**config.mk**
```make
export PLATFORM = sky130hd
export DESIGN_NAME = uif_core
export DESIGN_NICKNAME = d
export VERILOG_FILES = /design/src/verilog/uif_pkg.sv /design/src/verilog/uif_core.sv
export SDC_FILE = /design/constraint.sdc
export NUM_CORES = 1
export LEC_CHECK = 0
export BUFFER_PORTS_ARGS = -buffer_cell sky130_fd_sc_hd__buf_2
export CAP_MARGIN = 40
export CORE_AREA = 2 2 112 114
export CTS_BUF_LIST = sky130_fd_sc_hd__clkbuf_8
export CTS_CLUSTER_SIZE = 30
export DETAILED_ROUTE_END_ITERATION = 16
export DIE_AREA = 0 0 114 116
export PLACE_DENSITY = 0.8
export SLEW_MARGIN = 20
export SYNTH_ARGS = -nofsm -noshare
export SYNTH_HDL_FRONTEND = slang
export SYNTH_SLANG_ARGS = --single-unit
```
**constraint.sdc**
```tcl
create_clock -name i_clk -period 3 [get_ports i_clk]
set_clock_uncertainty 0.1 [all_clocks]
set_input_delay 0.75 -clock i_clk [delete_from_list [all_inputs] [get_ports i_clk]]
set_output_delay 0.75 -clock i_clk [all_outputs]
set_load 0.1 [all_outputs]
```
**src/verilog/uif_pkg.sv**
```systemverilog
// constants for the uart interrupt identification and line format block
package uif_pkg;
	// ==========================================================
	// register byte addresses
	localparam logic [7:0] ADDR_LINE_FMT  = 8'h00;
	localparam logic [7:0] ADDR_FIFO_SET  = 8'h04;
	localparam logic [7:0] ADDR_ENH_CTL   = 8'h08;
	localparam logic [7:0] ADDR_RX_THR    = 8'h0C;
	localparam logic [7:0] ADDR_TX_THR    = 8'h10;
	localparam logic [7:0] ADDR_FLOW_LO   = 8'h14;
	localparam logic [7:0] ADDR_FLOW_HI   = 8'h18;
	localparam logic [7:0] ADDR_INT_ID    = 8'h1C;
	localparam logic [7:0] ADDR_IRQ_STAT  = 8'h20;
	localparam logic [7:0] ADDR_IRQ_MASK  = 8'h24;
	localparam logic [7:0] ADDR_FMT_STAT  = 8'h28;
	// ==========================================================
	// field positions
	localparam int LF_DIV_ACCESS = 7;
	localparam int LF_BREAK      = 6;
	localparam int LF_PAR_LO     = 3;
	localparam int LF_STOP       = 2;
	localparam int FS_ENABLE     = 0;
	localparam int FS_TX_LO      = 4;
	localparam int FS_RX_LO      = 6;
	localparam int EF_ENHANCED   = 4;
	// ==========================================================
	// reset values
	localparam logic [7:0] LINE_FMT_RST = 8'h00;
	localparam logic [7:0] FIFO_SET_RST = 8'h00;
	localparam logic [7:0] BYTE_RST     = 8'h00;
	localparam logic [6:0] MASK_RST     = 7'h00;
	// ==========================================================
	// interrupt sources, highest priority first
	localparam int NSRC       = 7;
	localparam int SRC_LINE   = 0;
	localparam int SRC_RXDATA = 1;
	localparam int SRC_RXTMO  = 2;
	localparam int SRC_TXEMP  = 3;
	localparam int SRC_MODEM  = 4;
	localparam int SRC_XOFF   = 5;
	localparam int SRC_FLOW   = 6;
	localparam logic [5:0] CODE_LINE   = 6'h06;
	localparam logic [5:0] CODE_RXDATA = 6'h04;
	localparam logic [5:0] CODE_RXTMO  = 6'h0C;
	localparam logic [5:0] CODE_TXEMP  = 6'h02;
	localparam logic [5:0] CODE_MODEM  = 6'h00;
	localparam logic [5:0] CODE_XOFF   = 6'h10;
	localparam logic [5:0] CODE_FLOW   = 6'h20;
	localparam logic [5:0] CODE_NONE   = 6'h01;
	// ==========================================================
	// trigger levels in bytes
	localparam logic [7:0] RX_LVL_00 = 8'h08;
	localparam logic [7:0] RX_LVL_01 = 8'h10;
	localparam logic [7:0] RX_LVL_10 = 8'h18;
	localparam logic [7:0] RX_LVL_11 = 8'h1C;
	localparam logic [7:0] TX_LVL_00 = 8'h10;
	localparam logic [7:0] TX_LVL_01 = 8'h08;
	localparam logic [7:0] TX_LVL_10 = 8'h18;
	localparam logic [7:0] TX_LVL_11 = 8'h1E;
	// ==========================================================
	// axi responses
	localparam logic [1:0] RESP_OKAY   = 2'h0;
	localparam logic [1:0] RESP_SLVERR = 2'h2;
	typedef enum logic [2:0] {
		PAR_NONE   = 3'h0,
		PAR_ODD    = 3'h1,
		PAR_EVEN   = 3'h3,
		PAR_FORCE1 = 3'h2,
		PAR_FORCE0 = 3'h6
	} uif_parity_t;
endpackage

```
**src/verilog/uif_core.sv**
```systemverilog
// uart interrupt identification, trigger levels and line format registers
//
// What this block does
// rx trigger bits pick 8/16/24/28 bytes
// tx trigger bits pick 16/8/24/30 bytes
// nonzero extended level registers override trigger bits
// identification reads highest of seven priority levels
// reported source held until serviced
// codes for line, rx data, timeout, tx
// codes for modem, xoff, flow change
// bit zero low while interrupt pending
// bits seven, six show fifo enable
// xoff and flow bits need enhanced enable
// xoff bit stays until xon received
// format bit seven opens divisor access
// break bit holds serial output low
// parity selection from format bits 5:3
// stop bit length from bit two
// word length five to eight bits
// fifo enable selects fifo operation
// interrupt output follows pending indication
//
// The AXI4-Lite slave port and the address map are this design's own decisions.
`timescale 1ns/1ps
`default_nettype none
module uif_core
	import uif_pkg::*;
(
	input  wire logic        i_clk,
	input  wire logic        i_rst,
	input  wire logic [7:0]  i_awaddr,
	input  wire logic        i_awvalid,
	output logic             o_awready,
	input  wire logic [31:0] i_wdata,
	input  wire logic [3:0]  i_wstrb,
	input  wire logic        i_wvalid,
	output logic             o_wready,
	output logic [1:0]       o_bresp,
	output logic             o_bvalid,
	input  wire logic        i_bready,
	input  wire logic [7:0]  i_araddr,
	input  wire logic        i_arvalid,
	output logic             o_arready,
	output logic [31:0]      o_rdata,
	output logic [1:0]       o_rresp,
	output logic             o_rvalid,
	input  wire logic        i_rready,
	input  wire logic        i_ev_line_err,
	input  wire logic        i_ev_rx_data,
	input  wire logic        i_ev_rx_timeout,
	input  wire logic        i_ev_tx_empty,
	input  wire logic        i_ev_modem,
	input  wire logic        i_ev_xoff,
	input  wire logic        i_ev_xon,
	input  wire logic        i_ev_flow,
	output logic [7:0]       o_rx_threshold,
	output logic [7:0]       o_tx_threshold,
	output logic             o_fifo_enable,
	output logic             o_divisor_access,
	output logic             o_tx_break,
	output logic [2:0]       o_parity_mode,
	output logic [2:0]       o_stop_half_bits,
	output logic [3:0]       o_word_bits,
	output logic             o_irq
);
	// ==========================================================
	// helper functions
	function automatic logic [7:0] rx_level(input logic [1:0] sel);
		case (sel)
			2'h0: rx_level = RX_LVL_00;
			2'h1: rx_level = RX_LVL_01;
			2'h2: rx_level = RX_LVL_10;
			default: rx_level = RX_LVL_11;
		endcase
	endfunction
	function automatic logic [7:0] tx_level(input logic [1:0] sel);
		case (sel)
			2'h0: tx_level = TX_LVL_00;
			2'h1: tx_level = TX_LVL_01;
			2'h2: tx_level = TX_LVL_10;
			default: tx_level = TX_LVL_11;
		endcase
	endfunction
	function automatic logic [5:0] src_code(input logic [2:0] idx);
		case (idx)
			3'h0: src_code = CODE_LINE;
			3'h1: src_code = CODE_RXDATA;
			3'h2: src_code = CODE_RXTMO;
			3'h3: src_code = CODE_TXEMP;
			3'h4: src_code = CODE_MODEM;
			3'h5: src_code = CODE_XOFF;
			default: src_code = CODE_FLOW;
		endcase
	endfunction
	function automatic logic [2:0] top_src(input logic [NSRC-1:0] v);
		top_src = 3'h0;
		for (int k = NSRC - 1; k >= 0; k--) begin
			if (v[k]) begin
				top_src = 3'(k);
			end
		end
	endfunction

	// ==========================================================
	// register storage
	logic [7:0]      line_fmt_reg;
	logic [7:0]      fifo_set_reg;
	logic [7:0]      enh_ctl_reg;
	logic [7:0]      rx_thr_reg;
	logic [7:0]      tx_thr_reg;
	logic [7:0]      flow_lo_reg;
	logic [7:0]      flow_hi_reg;
	logic [NSRC-1:0] pend_reg;
	logic [NSRC-1:0] mask_reg;
	logic [2:0]      rep_reg;
	logic            hold_reg;

	// ==========================================================
	// axi write channel
	logic       aw_got_reg;
	logic       w_got_reg;
	logic [7:0] waddr_reg;
	logic [7:0] wbyte_reg;
	logic       wlane_reg;
	logic       do_write;
	always_ff @(posedge i_clk) begin
		if (i_rst) begin
			o_awready  <= 1'b0;
			o_wready   <= 1'b0;
			aw_got_reg <= 1'b0;
			w_got_reg  <= 1'b0;
			waddr_reg  <= 8'h00;
			wbyte_reg  <= 8'h00;
			wlane_reg  <= 1'b0;
		end else begin
			o_awready <= !aw_got_reg && !o_awready && !o_bvalid;
			o_wready  <= !w_got_reg && !o_wready && !o_bvalid;
			if (i_awvalid && o_awready) begin
				aw_got_reg <= 1'b1;
				waddr_reg  <= i_awaddr;
				o_awready  <= 1'b0;
			end
			if (i_wvalid && o_wready) begin
				w_got_reg <= 1'b1;
				wbyte_reg <= i_wdata[7:0];
				wlane_reg <= i_wstrb[0];
				o_wready  <= 1'b0;
			end
			if (do_write) begin
				aw_got_reg <= 1'b0;
				w_got_reg  <= 1'b0;
			end
		end
	end
	assign do_write = aw_got_reg && w_got_reg && !o_bvalid;
	logic addr_ok_w;
	assign addr_ok_w = (waddr_reg[1:0] == 2'h0) &&
		(waddr_reg <= ADDR_FMT_STAT);
	always_ff @(posedge i_clk) begin
		if (i_rst) begin
			o_bvalid <= 1'b0;
			o_bresp  <= RESP_OKAY;
		end else if (do_write) begin
			o_bvalid <= 1'b1;
			o_bresp  <= addr_ok_w ? RESP_OKAY : RESP_SLVERR;
		end else if (i_bready) begin
			o_bvalid <= 1'b0;
		end
	end
	logic wr_en;
	assign wr_en = do_write && wlane_reg;

	// ==========================================================
	// writable configuration registers
	always_ff @(posedge i_clk) begin
		if (i_rst) begin
			line_fmt_reg <= LINE_FMT_RST;
			fifo_set_reg <= FIFO_SET_RST;
			enh_ctl_reg  <= BYTE_RST;
			rx_thr_reg   <= BYTE_RST;
			tx_thr_reg   <= BYTE_RST;
			flow_lo_reg  <= BYTE_RST;
			flow_hi_reg  <= BYTE_RST;
			mask_reg     <= MASK_RST;
		end else if (wr_en) begin
			case (waddr_reg)
				ADDR_LINE_FMT: line_fmt_reg <= wbyte_reg;
				ADDR_FIFO_SET: fifo_set_reg <= wbyte_reg;
				ADDR_ENH_CTL:  enh_ctl_reg  <= wbyte_reg;
				ADDR_RX_THR:   rx_thr_reg   <= wbyte_reg;
				ADDR_TX_THR:   tx_thr_reg   <= wbyte_reg;
				ADDR_FLOW_LO:  flow_lo_reg  <= wbyte_reg;
				ADDR_FLOW_HI:  flow_hi_reg  <= wbyte_reg;
				ADDR_IRQ_MASK: mask_reg     <= wbyte_reg[NSRC-1:0];
				default: ;
			endcase
		end
	end

	// ==========================================================
	// interrupt sources
	logic [NSRC-1:0] ev_vec;
	logic [NSRC-1:0] clr_vec;
	logic            enh_on;
	assign enh_on = enh_ctl_reg[EF_ENHANCED];
	assign ev_vec = {i_ev_flow, i_ev_xoff, i_ev_modem, i_ev_tx_empty,
		i_ev_rx_timeout, i_ev_rx_data, i_ev_line_err};
	always_comb begin
		clr_vec = '0;
		if (wr_en && waddr_reg == ADDR_IRQ_STAT) begin
			clr_vec = wbyte_reg[NSRC-1:0];
		end
		clr_vec[SRC_XOFF] = i_ev_xon;
	end
	// set beats clear in the same cycle
	always_ff @(posedge i_clk) begin
		if (i_rst) begin
			pend_reg <= '0;
		end else begin
			pend_reg <= (pend_reg & ~clr_vec) | ev_vec;
		end
	end
	logic [NSRC-1:0] active;
	always_comb begin
		active = pend_reg & mask_reg;
		if (!enh_on) begin
			active[SRC_XOFF] = 1'b0;
			active[SRC_FLOW] = 1'b0;
		end
	end

	// ==========================================================
	// interrupt identification
	logic       any_act;
	logic [2:0] cur_src;
	logic [7:0] int_id;
	logic       id_read;
	assign any_act = |active;
	// hold last reported source while it is still pending
	assign cur_src = (hold_reg && active[rep_reg]) ?
		rep_reg : top_src(active);
	always_comb begin
		int_id[7:6] = {2{fifo_set_reg[FS_ENABLE]}};
		int_id[5:0] = any_act ? src_code(cur_src) : CODE_NONE;
	end
	always_ff @(posedge i_clk) begin
		if (i_rst) begin
			hold_reg <= 1'b0;
			rep_reg  <= 3'h0;
		end else if (id_read && any_act) begin
			hold_reg <= 1'b1;
			rep_reg  <= cur_src;
		end else if (!active[rep_reg]) begin
			hold_reg <= 1'b0;
		end
	end

	// ==========================================================
	// trigger levels and line format
	logic       ext_levels;
	logic [7:0] rx_lvl_next;
	logic [7:0] tx_lvl_next;
	logic [2:0] par_next;
	logic [2:0] stop_next;
	assign ext_levels = |{rx_thr_reg, tx_thr_reg, flow_lo_reg, flow_hi_reg};
	assign rx_lvl_next = ext_levels ? rx_thr_reg :
		rx_level(fifo_set_reg[FS_RX_LO +: 2]);
	assign tx_lvl_next = ext_levels ? tx_thr_reg :
		tx_level(fifo_set_reg[FS_TX_LO +: 2]);
	always_comb begin
		case (line_fmt_reg[LF_PAR_LO +: 3])
			3'b011:  par_next = PAR_EVEN;
			3'b001:  par_next = PAR_FORCE1;
			3'b101:  par_next = PAR_ODD;
			3'b111:  par_next = PAR_FORCE0;
			default: par_next = PAR_NONE;
		endcase
		if (!line_fmt_reg[LF_STOP]) begin
			stop_next = 3'h2;
		end else if (line_fmt_reg[1:0] == 2'h0) begin
			stop_next = 3'h3;
		end else begin
			stop_next = 3'h4;
		end
	end
	always_ff @(posedge i_clk) begin
		if (i_rst) begin
			o_rx_threshold   <= RX_LVL_00;
			o_tx_threshold   <= TX_LVL_00;
			o_fifo_enable    <= 1'b0;
			o_divisor_access <= 1'b0;
			o_tx_break       <= 1'b0;
			o_parity_mode    <= PAR_NONE;
			o_stop_half_bits <= 3'h2;
			o_word_bits      <= 4'h5;
			o_irq            <= 1'b0;
		end else begin
			o_rx_threshold   <= rx_lvl_next;
			o_tx_threshold   <= tx_lvl_next;
			o_fifo_enable    <= fifo_set_reg[FS_ENABLE];
			o_divisor_access <= line_fmt_reg[LF_DIV_ACCESS];
			o_tx_break       <= line_fmt_reg[LF_BREAK];
			o_parity_mode    <= par_next;
			o_stop_half_bits <= stop_next;
			o_word_bits      <= 4'h5 + {2'h0, line_fmt_reg[1:0]};
			o_irq            <= any_act;
		end
	end

	// ==========================================================
	// axi read channel
	logic [31:0] rd_next;
	logic        rd_ok;
	always_comb begin
		rd_next = 32'h0000_0000;
		rd_ok   = 1'b1;
		case (i_araddr)
			ADDR_LINE_FMT: rd_next[7:0] = line_fmt_reg;
			ADDR_FIFO_SET: rd_next[7:0] = fifo_set_reg;
			ADDR_ENH_CTL:  rd_next[7:0] = enh_ctl_reg;
			ADDR_RX_THR:   rd_next[7:0] = rx_thr_reg;
			ADDR_TX_THR:   rd_next[7:0] = tx_thr_reg;
			ADDR_FLOW_LO:  rd_next[7:0] = flow_lo_reg;
			ADDR_FLOW_HI:  rd_next[7:0] = flow_hi_reg;
			ADDR_INT_ID:   rd_next[7:0] = int_id;
			ADDR_IRQ_STAT: rd_next[NSRC-1:0] = pend_reg;
			ADDR_IRQ_MASK: rd_next[NSRC-1:0] = mask_reg;
			ADDR_FMT_STAT: rd_next = {4'h0, o_word_bits, 1'b0,
				o_stop_half_bits, 1'b0, o_parity_mode,
				o_tx_threshold, o_rx_threshold};
			default:       rd_ok = 1'b0;
		endcase
	end
	assign id_read = i_arvalid && o_arready && i_araddr == ADDR_INT_ID;
	always_ff @(posedge i_clk) begin
		if (i_rst) begin
			o_arready <= 1'b0;
			o_rvalid  <= 1'b0;
			o_rdata   <= 32'h0000_0000;
			o_rresp   <= RESP_OKAY;
		end else begin
			o_arready <= !o_rvalid && !o_arready;
			if (i_arvalid && o_arready) begin
				o_arready <= 1'b0;
				o_rvalid  <= 1'b1;
				o_rdata   <= rd_next;
				o_rresp   <= rd_ok ? RESP_OKAY : RESP_SLVERR;
			end else if (o_rvalid && i_rready) begin
				o_rvalid <= 1'b0;
			end
		end
	end
endmodule
`default_nettype wire

```
==> summary.md, run 1 <==
| Metric | Value |
|---|---|
| Avg Inst Size Synth | 9.17 sq um |
| H-Tree Level Count | 4 |
| Cell taking the most area after synthesis | dfxtp_1 |
| Finished Layout Cells | 983 |
| Cells on Worst Hold Path | 1 |
| Max-slew violation count | 0 |
| Vias/cell | 5.91 |
| Num ports | 138 |
| P_sw | 1.11 mW |
| CTS tree | done |
| Critical Path End Type | primary output |
| Top cell type's share of synthesized area | 46.2% |
| CTS buffer count | 17 |
| Int Power | 3.03 mW |
| Max VDD drop | 0.453 mV |
| Yosys warns | 0 |
| Drt total wl | 18000 um |
| Max Root-Sink Buffers | 2 |
| Post-synth top flop | dfxtp_1 |
| Initial Util | 56.7% |
| IO buf count | 102 |
| Grt ovf | 0 |
| First-pass GRT wire length | 28400 um |
| Final hold viol count | 0 |
| Initial antenna violation count | 0 |
| Largest Register | o_rdata |
| DRC | 0 |
| Worst path slowest cell | dfxtp_1 |
| # resized after CTS | 0 |
| Crit Path Max Fanout | 12 |
| Hold_sp | o_rvalid$_SDFFE_PP0P_ |
| Clock root buffer | clkbuf_8 |
| Die Width | 114 um |
| FILL cells | 1011 |
| Synth Instances | 737 |
| Cell variety after synth | 76 |
| Worst R2R Start | rep_reg[0]$_SDFFE_PP0P_ |
| Core Area | 11900 sq um |
| DRT Pass-1 Iters | 5 |
| WP data arrival | 1.52 ns |
| Max cap viols | 0 |
| Crit-path cells | buf_2 |
| Synth area leaders | dfxtp_1 46%, mux2i_1 9.6%, nor2_1 6.2% |
| Share of the yosys chip area belonging to registers | 46.2% |
| Layout area overhead | 14.3% |
| Largest net degree at the start of global routing | 62 |
| Final setup violation count | 0 |
| Commonest non-fill, non-tap cell in the layout | dfxtp_1 |
| Post-synth EDFFs | 0 |
| Maximum clock rate | 423 MHz |
| Setup bufs post-CTS | 0 |
| Logic pwr share | 7.2% |
| Minimum clock period | 2.37 ns |
| Kind of critical path | reg -> out |
| Worst Setup SP | o_awready$_SDFF_PP0_ |
| Hold Path End | o_arready$_SDFF_PP0_ |
| Worst-Skew Late Latency | 0.46 ns |
| Antenna diode count | 0 |
| Post-route worst setup slack | 0.634 ns |
| Nets@finish | 892 |
| Reg clk slew, reported paths | 0.09 ns |
| Chip Height | 116 um |
| Setup TNS | 0 ns |
| Tcrit/Tclk final | 78.9% |
| Clock network fraction of design power | 41.0% |
| Leak | 3.42 nW |
| RR Endpoint | o_rdata[2]$_SDFFE_PP0P_ |
| DP Cell Count | 951 |
| Max_slew headroom | 54.4% |
| First DRT Iteration DRCs | 488 |
| Reg2reg setup slack | 0.67 ns |
| Unrepaired setup endpoints after global routing | false |
| Clk sink count | 156 |
| Sw Ratio | 26.8% |
| RD Place Congestion | 0.970 |
| Post-Syn Area | 6760 sq um |
| Status | complete, no violations |
| Detailed placement HPWL | 13300 um |
| Pre-CTS setup slack | 0.365 ns |
| GRT Util Overall | 27.9% |
| Worst Path Buf+Inv | 1 |
| Antenna Nets Post-Route | 0 |
| Top Family by Delay on Critical Path | flip-flops |
| Commonest cells after routing, fill and taps aside | 156 x dfxtp_1, 112 x nor2_1, 101 x buf_2, 77 x nand2_1, 65 x mux2i_1 |
| WP data required | 2.15 ns |
| Reg2Reg Depth | 5 |
| Ys async rst share | 0% |
| Setup crit start kind | flip-flop |
| Avg WL per Cell | 18.3 um |
| Pwr dens | 537 nW/um^2 |
| Max FFs per register | 26 |
| Worst-Margin Slew | 0.683 ns |
| Vias in the first global route | 5438 |
| Die area | 13200 sq um |
| Synthesized flop and latch total | 156 |
| Layout cell share with drive strength beyond 1 | 21.4% |
| Hold crit path type | reg -> reg |
| Total number of vias | 5814 |
| Share of power burned in registers | 51.8% |
| CP peak stage delay | 0.55 ns |
| # hold bufs at CTS | 0 |
| Site row count | 40 |
cell type report:
type                       instances  area (sq um)  area share [%]
multi-input combinational        522          3330            43.1
clock inverter                    14           180            2.33
clock buffer                      18           248            3.21
inverter                          11          41.3           0.534
timing repair buffer             115           623            8.06
tap                              147           184            2.38
sequential                       156          3120            40.4
kinds of logic after synthesis:
group           count (synthesis)  share of synthesized area (%)
mux                            76                           12.6
other cells                     1                         0.0555
simple gates                  299                           21.5
fa+ha+maj                       2                          0.370
compound gates                134                           14.0
buf+inv                        66                           4.96
flops                         156                           46.2
xor+xnor                        3                          0.389
worst max path at each step:
stage | cells after the start | slack, ns | endpoint
final | 1 | 0.63 | o_awready
after global routing | 1 | 0.57 | o_awready
after CTS | 1 | 0.62 | o_awready
after detailed placement | 6 | 0.37 | o_rdata[3]$_SDFFE_PP0P_
after global placement | 6 | 0.36 | o_rdata[3]$_SDFFE_PP0P_
after floorplan | 5 | 0.59 | o_rdata[5]$_SDFFE_PP0P_
stage by stage:
stage	power [mW]	utilization, %	hold slack, ns	area, sq um
final	4.15	64.9	0.345	7730
after global routing	4.28	64.9	0.364	7730
after CTS	4.16	64.9	0.347	7730
after detailed placement	2.49	61.3	0.343	7300
after global placement	2.49	61.3	0.330	7300
after floorplan	2.42	-	0.309	6790
power by group through the flow:
| stage | Clock, mW | Sequential (mW) | Combinational, mW |
|---|---|---|---|
| after floorplan | 0 | 2.23 | 0.191 |
| after global placement | 0 | 2.19 | 0.294 |
| after detailed placement | 0 | 2.20 | 0.299 |
| after CTS | 1.71 | 2.15 | 0.299 |
| after global routing | 1.80 | 2.15 | 0.321 |
| final | 1.70 | 2.15 | 0.300 |
synthesized netlist by cell type (6+ instances only):
| cell | n |
|---|---|
| a21oi_1 | 46 |
| a22o_1 | 8 |
| a22oi_1 | 27 |
| and2_1 | 13 |
| and3_1 | 8 |
| buf_2 | 6 |
| buf_4 | 9 |
| clkbuf_1 | 35 |
| dfxtp_1 | 156 |
| inv_1 | 11 |
| mux2i_1 | 65 |
| nand2_1 | 77 |
| nand2b_1 | 7 |
| nand3_1 | 16 |
| nand4_1 | 6 |
| nor2_1 | 112 |
| nor2b_1 | 10 |
| nor3_1 | 13 |
| nor4_1 | 11 |
| o21ai_0 | 10 |
routing by layer:
layer  GRT usage [%]  wire [um]  vias up
met5               0          0        -
met4            14.5        718        0
met3            5.70       1170       48
met2            44.4       8210      249
met1            36.2       7900     2751
li1                -          -     2766
Power figures use the tool's default switching activity.
==> run 2, diff against run 1 <==
--- a/config.mk
+++ b/config.mk
@@ -5,6 +5,7 @@
 export SDC_FILE = /design/constraint.sdc
 export NUM_CORES = 1
 export LEC_CHECK = 0
+export ABC_AREA = 1
 export BUFFER_PORTS_ARGS = -buffer_cell sky130_fd_sc_hd__buf_2
 export CAP_MARGIN = 40
 export CORE_AREA = 2 2 112 114
@@ -12,7 +13,7 @@
 export CTS_CLUSTER_SIZE = 30
 export DETAILED_ROUTE_END_ITERATION = 16
 export DIE_AREA = 0 0 114 116
-export PLACE_DENSITY = 0.8
+export PLACE_DENSITY = 0.79
 export SLEW_MARGIN = 20
 export SYNTH_ARGS = -nofsm -noshare
 export SYNTH_HDL_FRONTEND = slang
==> constraint.sdc (replaced) <==
create_clock -name i_clk -period 2.4 [get_ports i_clk]
set_clock_uncertainty 0.1 [all_clocks]
set_input_delay 0.6 -clock i_clk [delete_from_list [all_inputs] [get_ports i_clk]]
set_output_delay 0.6 -clock i_clk [all_outputs]
set_load 0.1 [all_outputs]
==> run 2 against run 1 <==
  * First-iteration DRC count grew 10%
  * Combinational power grew 32%
  * Non-clock buffer count shrank 4
  * Area after synthesis shrank 1.6%
  * Die area is the same
  * Hold slack lost 0.099 ns
  * Synthesized cell count grew 16%
  * Clock power grew 25%
  * Cell count grew 13%
  * Wire length shrank 4.0%
  * Via count grew 5.6%
  * Critical path type unchanged
  * Largest power group unchanged
==> summary.md, run 2 <==
| Metric | Value |
|---|---|
| Leak | 3.23 nW |
| Synth Area in Simple Gates | 25.3% |
| DRC | 0 |
| Clock root buffer | clkbuf_8 |
| Ys async rst share | 0% |
| CTS buffer count | 17 |
| Grt ovf | 0 |
| Pwr dens | 676 nW/um^2 |
| Critical Path End Type | primary output |
| Cell with the most instances after synthesis | nand2_1 |
| Setup bufs post-CTS | 0 |
| IO buf count | 102 |
| Hold crit path type | in -> reg |
| Avg WL per Cell | 15.5 um |
| RR Endpoint | fifo_set_reg[4]$_SDFFE_PP0P_ |
| Reg2Reg Depth | 7 |
| Total number of vias | 6139 |
| Tcrit/Tclk final | 87.6% |
| Max cap viols | 0 |
| Die Width | 114 um |
| Worst-Skew Late Latency | 0.46 ns |
| Post-Syn Area | 6650 sq um |
| CTS tree | done |
| First-pass GRT wire length | 27600 um |
| Largest Register | o_rdata |
| Layout area overhead | 14.9% |
| Vias/cell | 5.52 |
| Kind of critical path | reg -> out |
| Top Usage Layer GRT | met2 |
| Worst R2R Start | o_bvalid$_SDFFE_PP0P_ |
| Reg clk slew, reported paths | 0.08 ns |
| Worst Path Buf+Inv | 1 |
| Antenna Nets Post-Route | 0 |
| Finished Layout Cells | 1112 |
| WP data arrival | 1.40 ns |
| Synthesized flop and latch total | 156 |
| Clk sink count | 156 |
| Cell taking the most area after synthesis | dfxtp_1 |
| Site row count | 40 |
| Layout cell share with drive strength beyond 1 | 20.0% |
| Crit-path cells | buf_2 |
| Commonest cells after routing, fill and taps aside | 159 x nand2_1, 156 x dfxtp_1, 105 x nor2_1, 102 x buf_2, 88 x a21oi_1 |
| Synth Area in Compound Gates | 18.8% |
| Largest family of logic cells by synthesized area | simple AND/OR/NAND/NOR gates |
| Post-synth EDFFs | 0 |
| Antenna diode count | 0 |
| Most frequent cells after synthesis | 159 x nand2_1, 156 x dfxtp_1, 105 x nor2_1 |
| DRT Pass-1 Iters | 5 |
| Met1 Usage GRT | 35.3% |
| Detailed placement HPWL | 12300 um |
| Avg Inst Size Synth | 7.76 sq um |
| DP Cell Count | 1081 |
| Reg2reg setup slack | 0.51 ns |
| Worst-Margin Slew | 0.609 ns |
| # hold bufs at CTS | 0 |
| GRT Util Overall | 27.1% |
| Final setup violation count | 0 |
| Max FFs per register | 26 |
| First DRT Iteration DRCs | 539 |
| WP data required | 1.70 ns |
| Cell variety after synth | 42 |
| Yosys warns | 0 |
| Synth Instances | 857 |
| Top cell type's share of synthesized area | 46.9% |
| Largest net degree at the start of global routing | 82 |
| Drt total wl | 17300 um |
| Max Root-Sink Buffers | 2 |
| Post-synthesis xor/xnor area fraction | 0% |
| Status | complete, no violations |
| Critical path depth in cells | 1 |
| Die area | 13200 sq um |
| Worst path slowest cell | buf_2 |
| Synth area leaders | dfxtp_1 47%, nand2_1 9.0%, a21oi_1 6.6% |
| Final hold viol count | 0 |
| Max_slew headroom | 59.3% |
| Multiplexer area fraction after synthesis | 0% |
| Maximum clock rate | 475 MHz |
| # resized after CTS | 0 |
| Worst Setup EP | o_bvalid |
| Met2 Track Usage GR | 43.8% |
| Nets@finish | 1022 |
| Area share of fa/ha/maj cells after synthesis | 0.376% |
| RD Place Congestion | 0.918 |
| Crit Path Max Fanout | 5 |
| Met3 usage | 6.22% |
| Power, Total | 5.17 mW |
| Setup TNS | 0 ns |
| Top Family by Delay on Critical Path | buffers and inverters |
| Initial Util | 55.9% |
| Share of the yosys chip area belonging to registers | 46.9% |
| Core Area | 11900 sq um |
| Vias in the first global route | 5464 |
| H-Tree Level Count | 4 |
| Post-synth top flop | dfxtp_1 |
| Max-slew violation count | 0 |
| Minimum clock period | 2.10 ns |
| CP peak stage delay | 0.48 ns |
| Initial antenna violation count | 0 |
| Unrepaired setup endpoints after global routing | false |
| Max VDD drop | 0.541 mV |
| Commonest non-fill, non-tap cell in the layout | nand2_1 |
| Worst Setup SP | o_bvalid$_SDFFE_PP0P_ |
| Num ports | 138 |
| Chip Height | 116 um |
| Setup crit start kind | flip-flop |
==> run 2: cell types whose count changed after synthesis, moves of 27 or more <==
cell     previous run  this run
nand2_1            77       159
mux2i_1            65         0
o21ai_0            10        71
inv_1              11        66
a21oi_1            46        88
a22oi_1            27         0
==> run 2: kinds of logic after synthesis <==
| family | after synthesis |
|---|---|
| simple gates | 360 |
| compound gates | 213 |
| other cells | 1 |
| buf+inv | 125 |
| flops | 156 |
| fa+ha+maj | 2 |
==> run 2: layout make-up <==
type / count / area [sq um]
Timing Repair Buffer: 111 / 603
Fill cell: 1076 / 4270
Inverter: 84 / 320
Sequential cell: 156 / 3120
Multi-Input combinational cell: 583 / 2990
Clock buffer: 20 / 275
Tap cell: 147 / 184
Clock inverter: 11 / 153
==> run 2: worst min path at each step <==
| stage | end | cells after the start | start |
|---|---|---|---|
| final | pend_reg[5]$_SDFF_PP0_ | 3 | i_ev_xoff |
| after global routing | pend_reg[6]$_SDFF_PP0_ | 3 | i_ev_flow |
| after CTS | pend_reg[5]$_SDFF_PP0_ | 3 | i_ev_xoff |
| after detailed placement | o_awready$_SDFF_PP0_ | 1 | aw_got_reg$_SDFFE_PP0P_ |
| after global placement | o_awready$_SDFF_PP0_ | 1 | aw_got_reg$_SDFFE_PP0P_ |
| after floorplan | o_word_bits[0]$_SDFF_PP1_ | 1 | line_fmt_reg[0]$_SDFFE_PP0P_ |
==> run 2: stage by stage <==
step | hold slack [ns] | cell area, sq um | setup WS, ns | utilization, %
floorplan | 0.294 | 6680 | 0.322 | -
global placement | 0.313 | 7220 | 0.167 | 60.6
detailed placement | 0.320 | 7220 | 0.148 | 60.6
CTS | 0.235 | 7650 | 0.283 | 64.2
global route | 0.250 | 7650 | 0.230 | 64.2
finish | 0.246 | 7650 | 0.296 | 64.2
==> run 2: metal layers <==
layer / wire, um / part of all wire (%) / vias to the layer above
li1: - / - / 3050
met1: 7620 / 44 / 2799
met2: 7920 / 46 / 253
met3: 1330 / 7.7 / 37
met4: 415 / 2.4 / 0
met5: 0 / 0 / -
==> run 2: where the power goes <==
part	internal, mW	total [mW]	switching (mW)
sequential	2.63	2.66	0.0310
combinational	0.0826	0.397	0.315
clock	1.19	2.12	0.924
==> run 3, diff against run 2 <==
--- a/config.mk
+++ b/config.mk
@@ -13,6 +13,7 @@
 export CTS_CLUSTER_SIZE = 30
 export DETAILED_ROUTE_END_ITERATION = 16
 export DIE_AREA = 0 0 114 116
+export MAX_ROUTING_LAYER = met4
 export PLACE_DENSITY = 0.79
 export SLEW_MARGIN = 20
 export SYNTH_ARGS = -nofsm -noshare
==> run 3 against run 2 <==
  * Non-clock buffer count is the same
  * Power shrank 4.4%
  * Via count shrank 1.2%
  * Sequential power is essentially flat
  * Die area is the same
  * Register-to-register slack is essentially flat
  * Worst setup slack gained 0.010 ns
  * Maximum frequency grew 0.49%
  * Count of clock-buffer cells in the layout is the same
  * Sequential cell count is the same
  * Critical endpoint unchanged
  * Largest cell class unchanged
==> summary.md, run 3 (synthesized netlist as in run 2, its figures left out) <==
| Metric | Value |
|---|---|
| Top Family by Delay on Critical Path | buffers and inverters |
| Crit Path Max Fanout | 5 |
| Die area | 13200 sq um |
| Initial antenna violation count | 0 |
| WP data required | 1.70 ns |
| Layout area overhead | 14.1% |
| Minimum clock period | 2.09 ns |
| Critical Path End Type | primary output |
| Commonest non-fill, non-tap cell in the layout | nand2_1 |
| Nets@finish | 1022 |
| Clk sink count | 156 |
| Max Root-Sink Buffers | 2 |
| GRT Util Overall | 27.5% |
| Kind of critical path | reg -> out |
| FILL cells | 1084 |
| Reg2Reg Depth | 8 |
| First DRT Iteration DRCs | 561 |
| WP data arrival | 1.39 ns |
| First-pass GRT wire length | 27600 um |
| Worst-Margin Slew | 0.622 ns |
| Vias/cell | 5.46 |
| Max FFs per register | 26 |
| Maximum clock rate | 478 MHz |
| CTS buffer count | 17 |
| Final hold viol count | 0 |
| Met3 usage | 6.12% |
| DRT Pass-1 Iters | 6 |
| # resized after CTS | 0 |
| CTS tree | done |
| Leak | 3.19 nW |
| Critical path depth in cells | 1 |
| Power, Total | 4.94 mW |
| Commonest cells after routing, fill and taps aside | 159 x nand2_1, 156 x dfxtp_1, 105 x nor2_1, 102 x buf_2, 88 x a21oi_1 |
| Max_slew headroom | 58.4% |
| Pwr dens | 651 nW/um^2 |
| DRC | 0 |
| Layout cell share with drive strength beyond 1 | 20.1% |
| Chip Height | 116 um |
| Flip-flop and latch area | 3120 sq um |
| Core Area | 11900 sq um |
| Hold crit path type | in -> reg |
| Reg clk slew, reported paths | 0.07 ns |
| Max VDD drop | 0.329 mV |
| Met1 Usage GRT | 36.2% |
| Die Width | 114 um |
| Num ports | 138 |
| RD Place Congestion | 0.911 |
| CP peak stage delay | 0.48 ns |
| Footprint of the multi-input gates | 2990 sq um |
| Unrepaired setup endpoints after global routing | false |
| Setup crit start kind | flip-flop |
| Crit-path cells | buf_2 |
| Setup bufs post-CTS | 0 |
| Met2 Track Usage GR | 42.0% |
| Max-slew violation count | 0 |
| Largest net degree at the start of global routing | 82 |
| Grt ovf | 0 |
| Tcrit/Tclk final | 87.2% |
| # hold bufs at CTS | 0 |
| Finished Layout Cells | 1111 |
| Max cap viols | 0 |
| Cells on Worst Hold Path | 3 |
| Final setup violation count | 0 |
| Top Usage Layer GRT | met2 |
| Total number of vias | 6068 |
| Worst path slowest cell | buf_2 |
| Avg WL per Cell | 15.4 um |
| Vias in the first global route | 5478 |
| Status | complete, no violations |
| Initial Util | 55.9% |
| Antenna diode count | 0 |
| H-Tree Level Count | 4 |
| Detailed placement HPWL | 12100 um |
| DP Cell Count | 1081 |
| Worst-Skew Late Latency | 0.45 ns |
| Clock root buffer | clkbuf_8 |
| Worst Path Buf+Inv | 1 |
| Largest Register | o_rdata |
| Drt total wl | 17100 um |
| Site row count | 40 |
| Antenna Nets Post-Route | 0 |
| IO buf count | 102 |
| Setup TNS | 0 ns |
-- run 3: layout make-up --
cell class | count | share of cell area, %
clock inverters | 10 | 1.33
inverters | 84 | 4.22
well taps | 147 | 2.42
flip-flops and latches | 156 | 41.1
repair buffers | 111 | 7.94
clock buffers | 20 | 3.62
multi-input cells | 583 | 39.3
-- run 3: path summary, 6_finish.rpt --
kind                                     from                 endpoint  slack, ns
setup / recovery        o_bvalid$_SDFFE_PP0P_                 o_bvalid       0.31
hold / removal                      i_ev_xoff   pend_reg[5]$_SDFF_PP0_       0.26
hold reg to reg       aw_got_reg$_SDFFE_PP0P_     o_awready$_SDFF_PP0_       0.34
setup reg to reg  enh_ctl_reg[4]$_SDFFE_PP0P_  o_rdata[4]$_SDFFE_PP0P_       0.51
-- run 3: metal layers --
layer	wire (um)	up-vias
li1	-	3042
met2	7670	247
met1	7660	2739
met3	1290	40
met5	0	-
met4	450	0
-- run 3: power by group --
group / switching [mW] / internal, mW
Combinational: 0.312 / 0.0826
Sequential: 0.0297 / 2.63
Clock: 0.912 / 0.978
-- run 3: per-stage QoR --
stage          worst slack (ns)  utilization, %  hold slack [ns]  instance area (sq um)
4_1_cts                   0.287            63.8            0.245                   7590
6_report                  0.307            63.8            0.265                   7590
5_1_grt                   0.248            63.8            0.274                   7590
2_1_floorplan             0.322               -            0.294                   6680
3_5_place_dp              0.123            60.6            0.318                   7220
3_3_place_gp              0.163            60.6            0.313                   7220
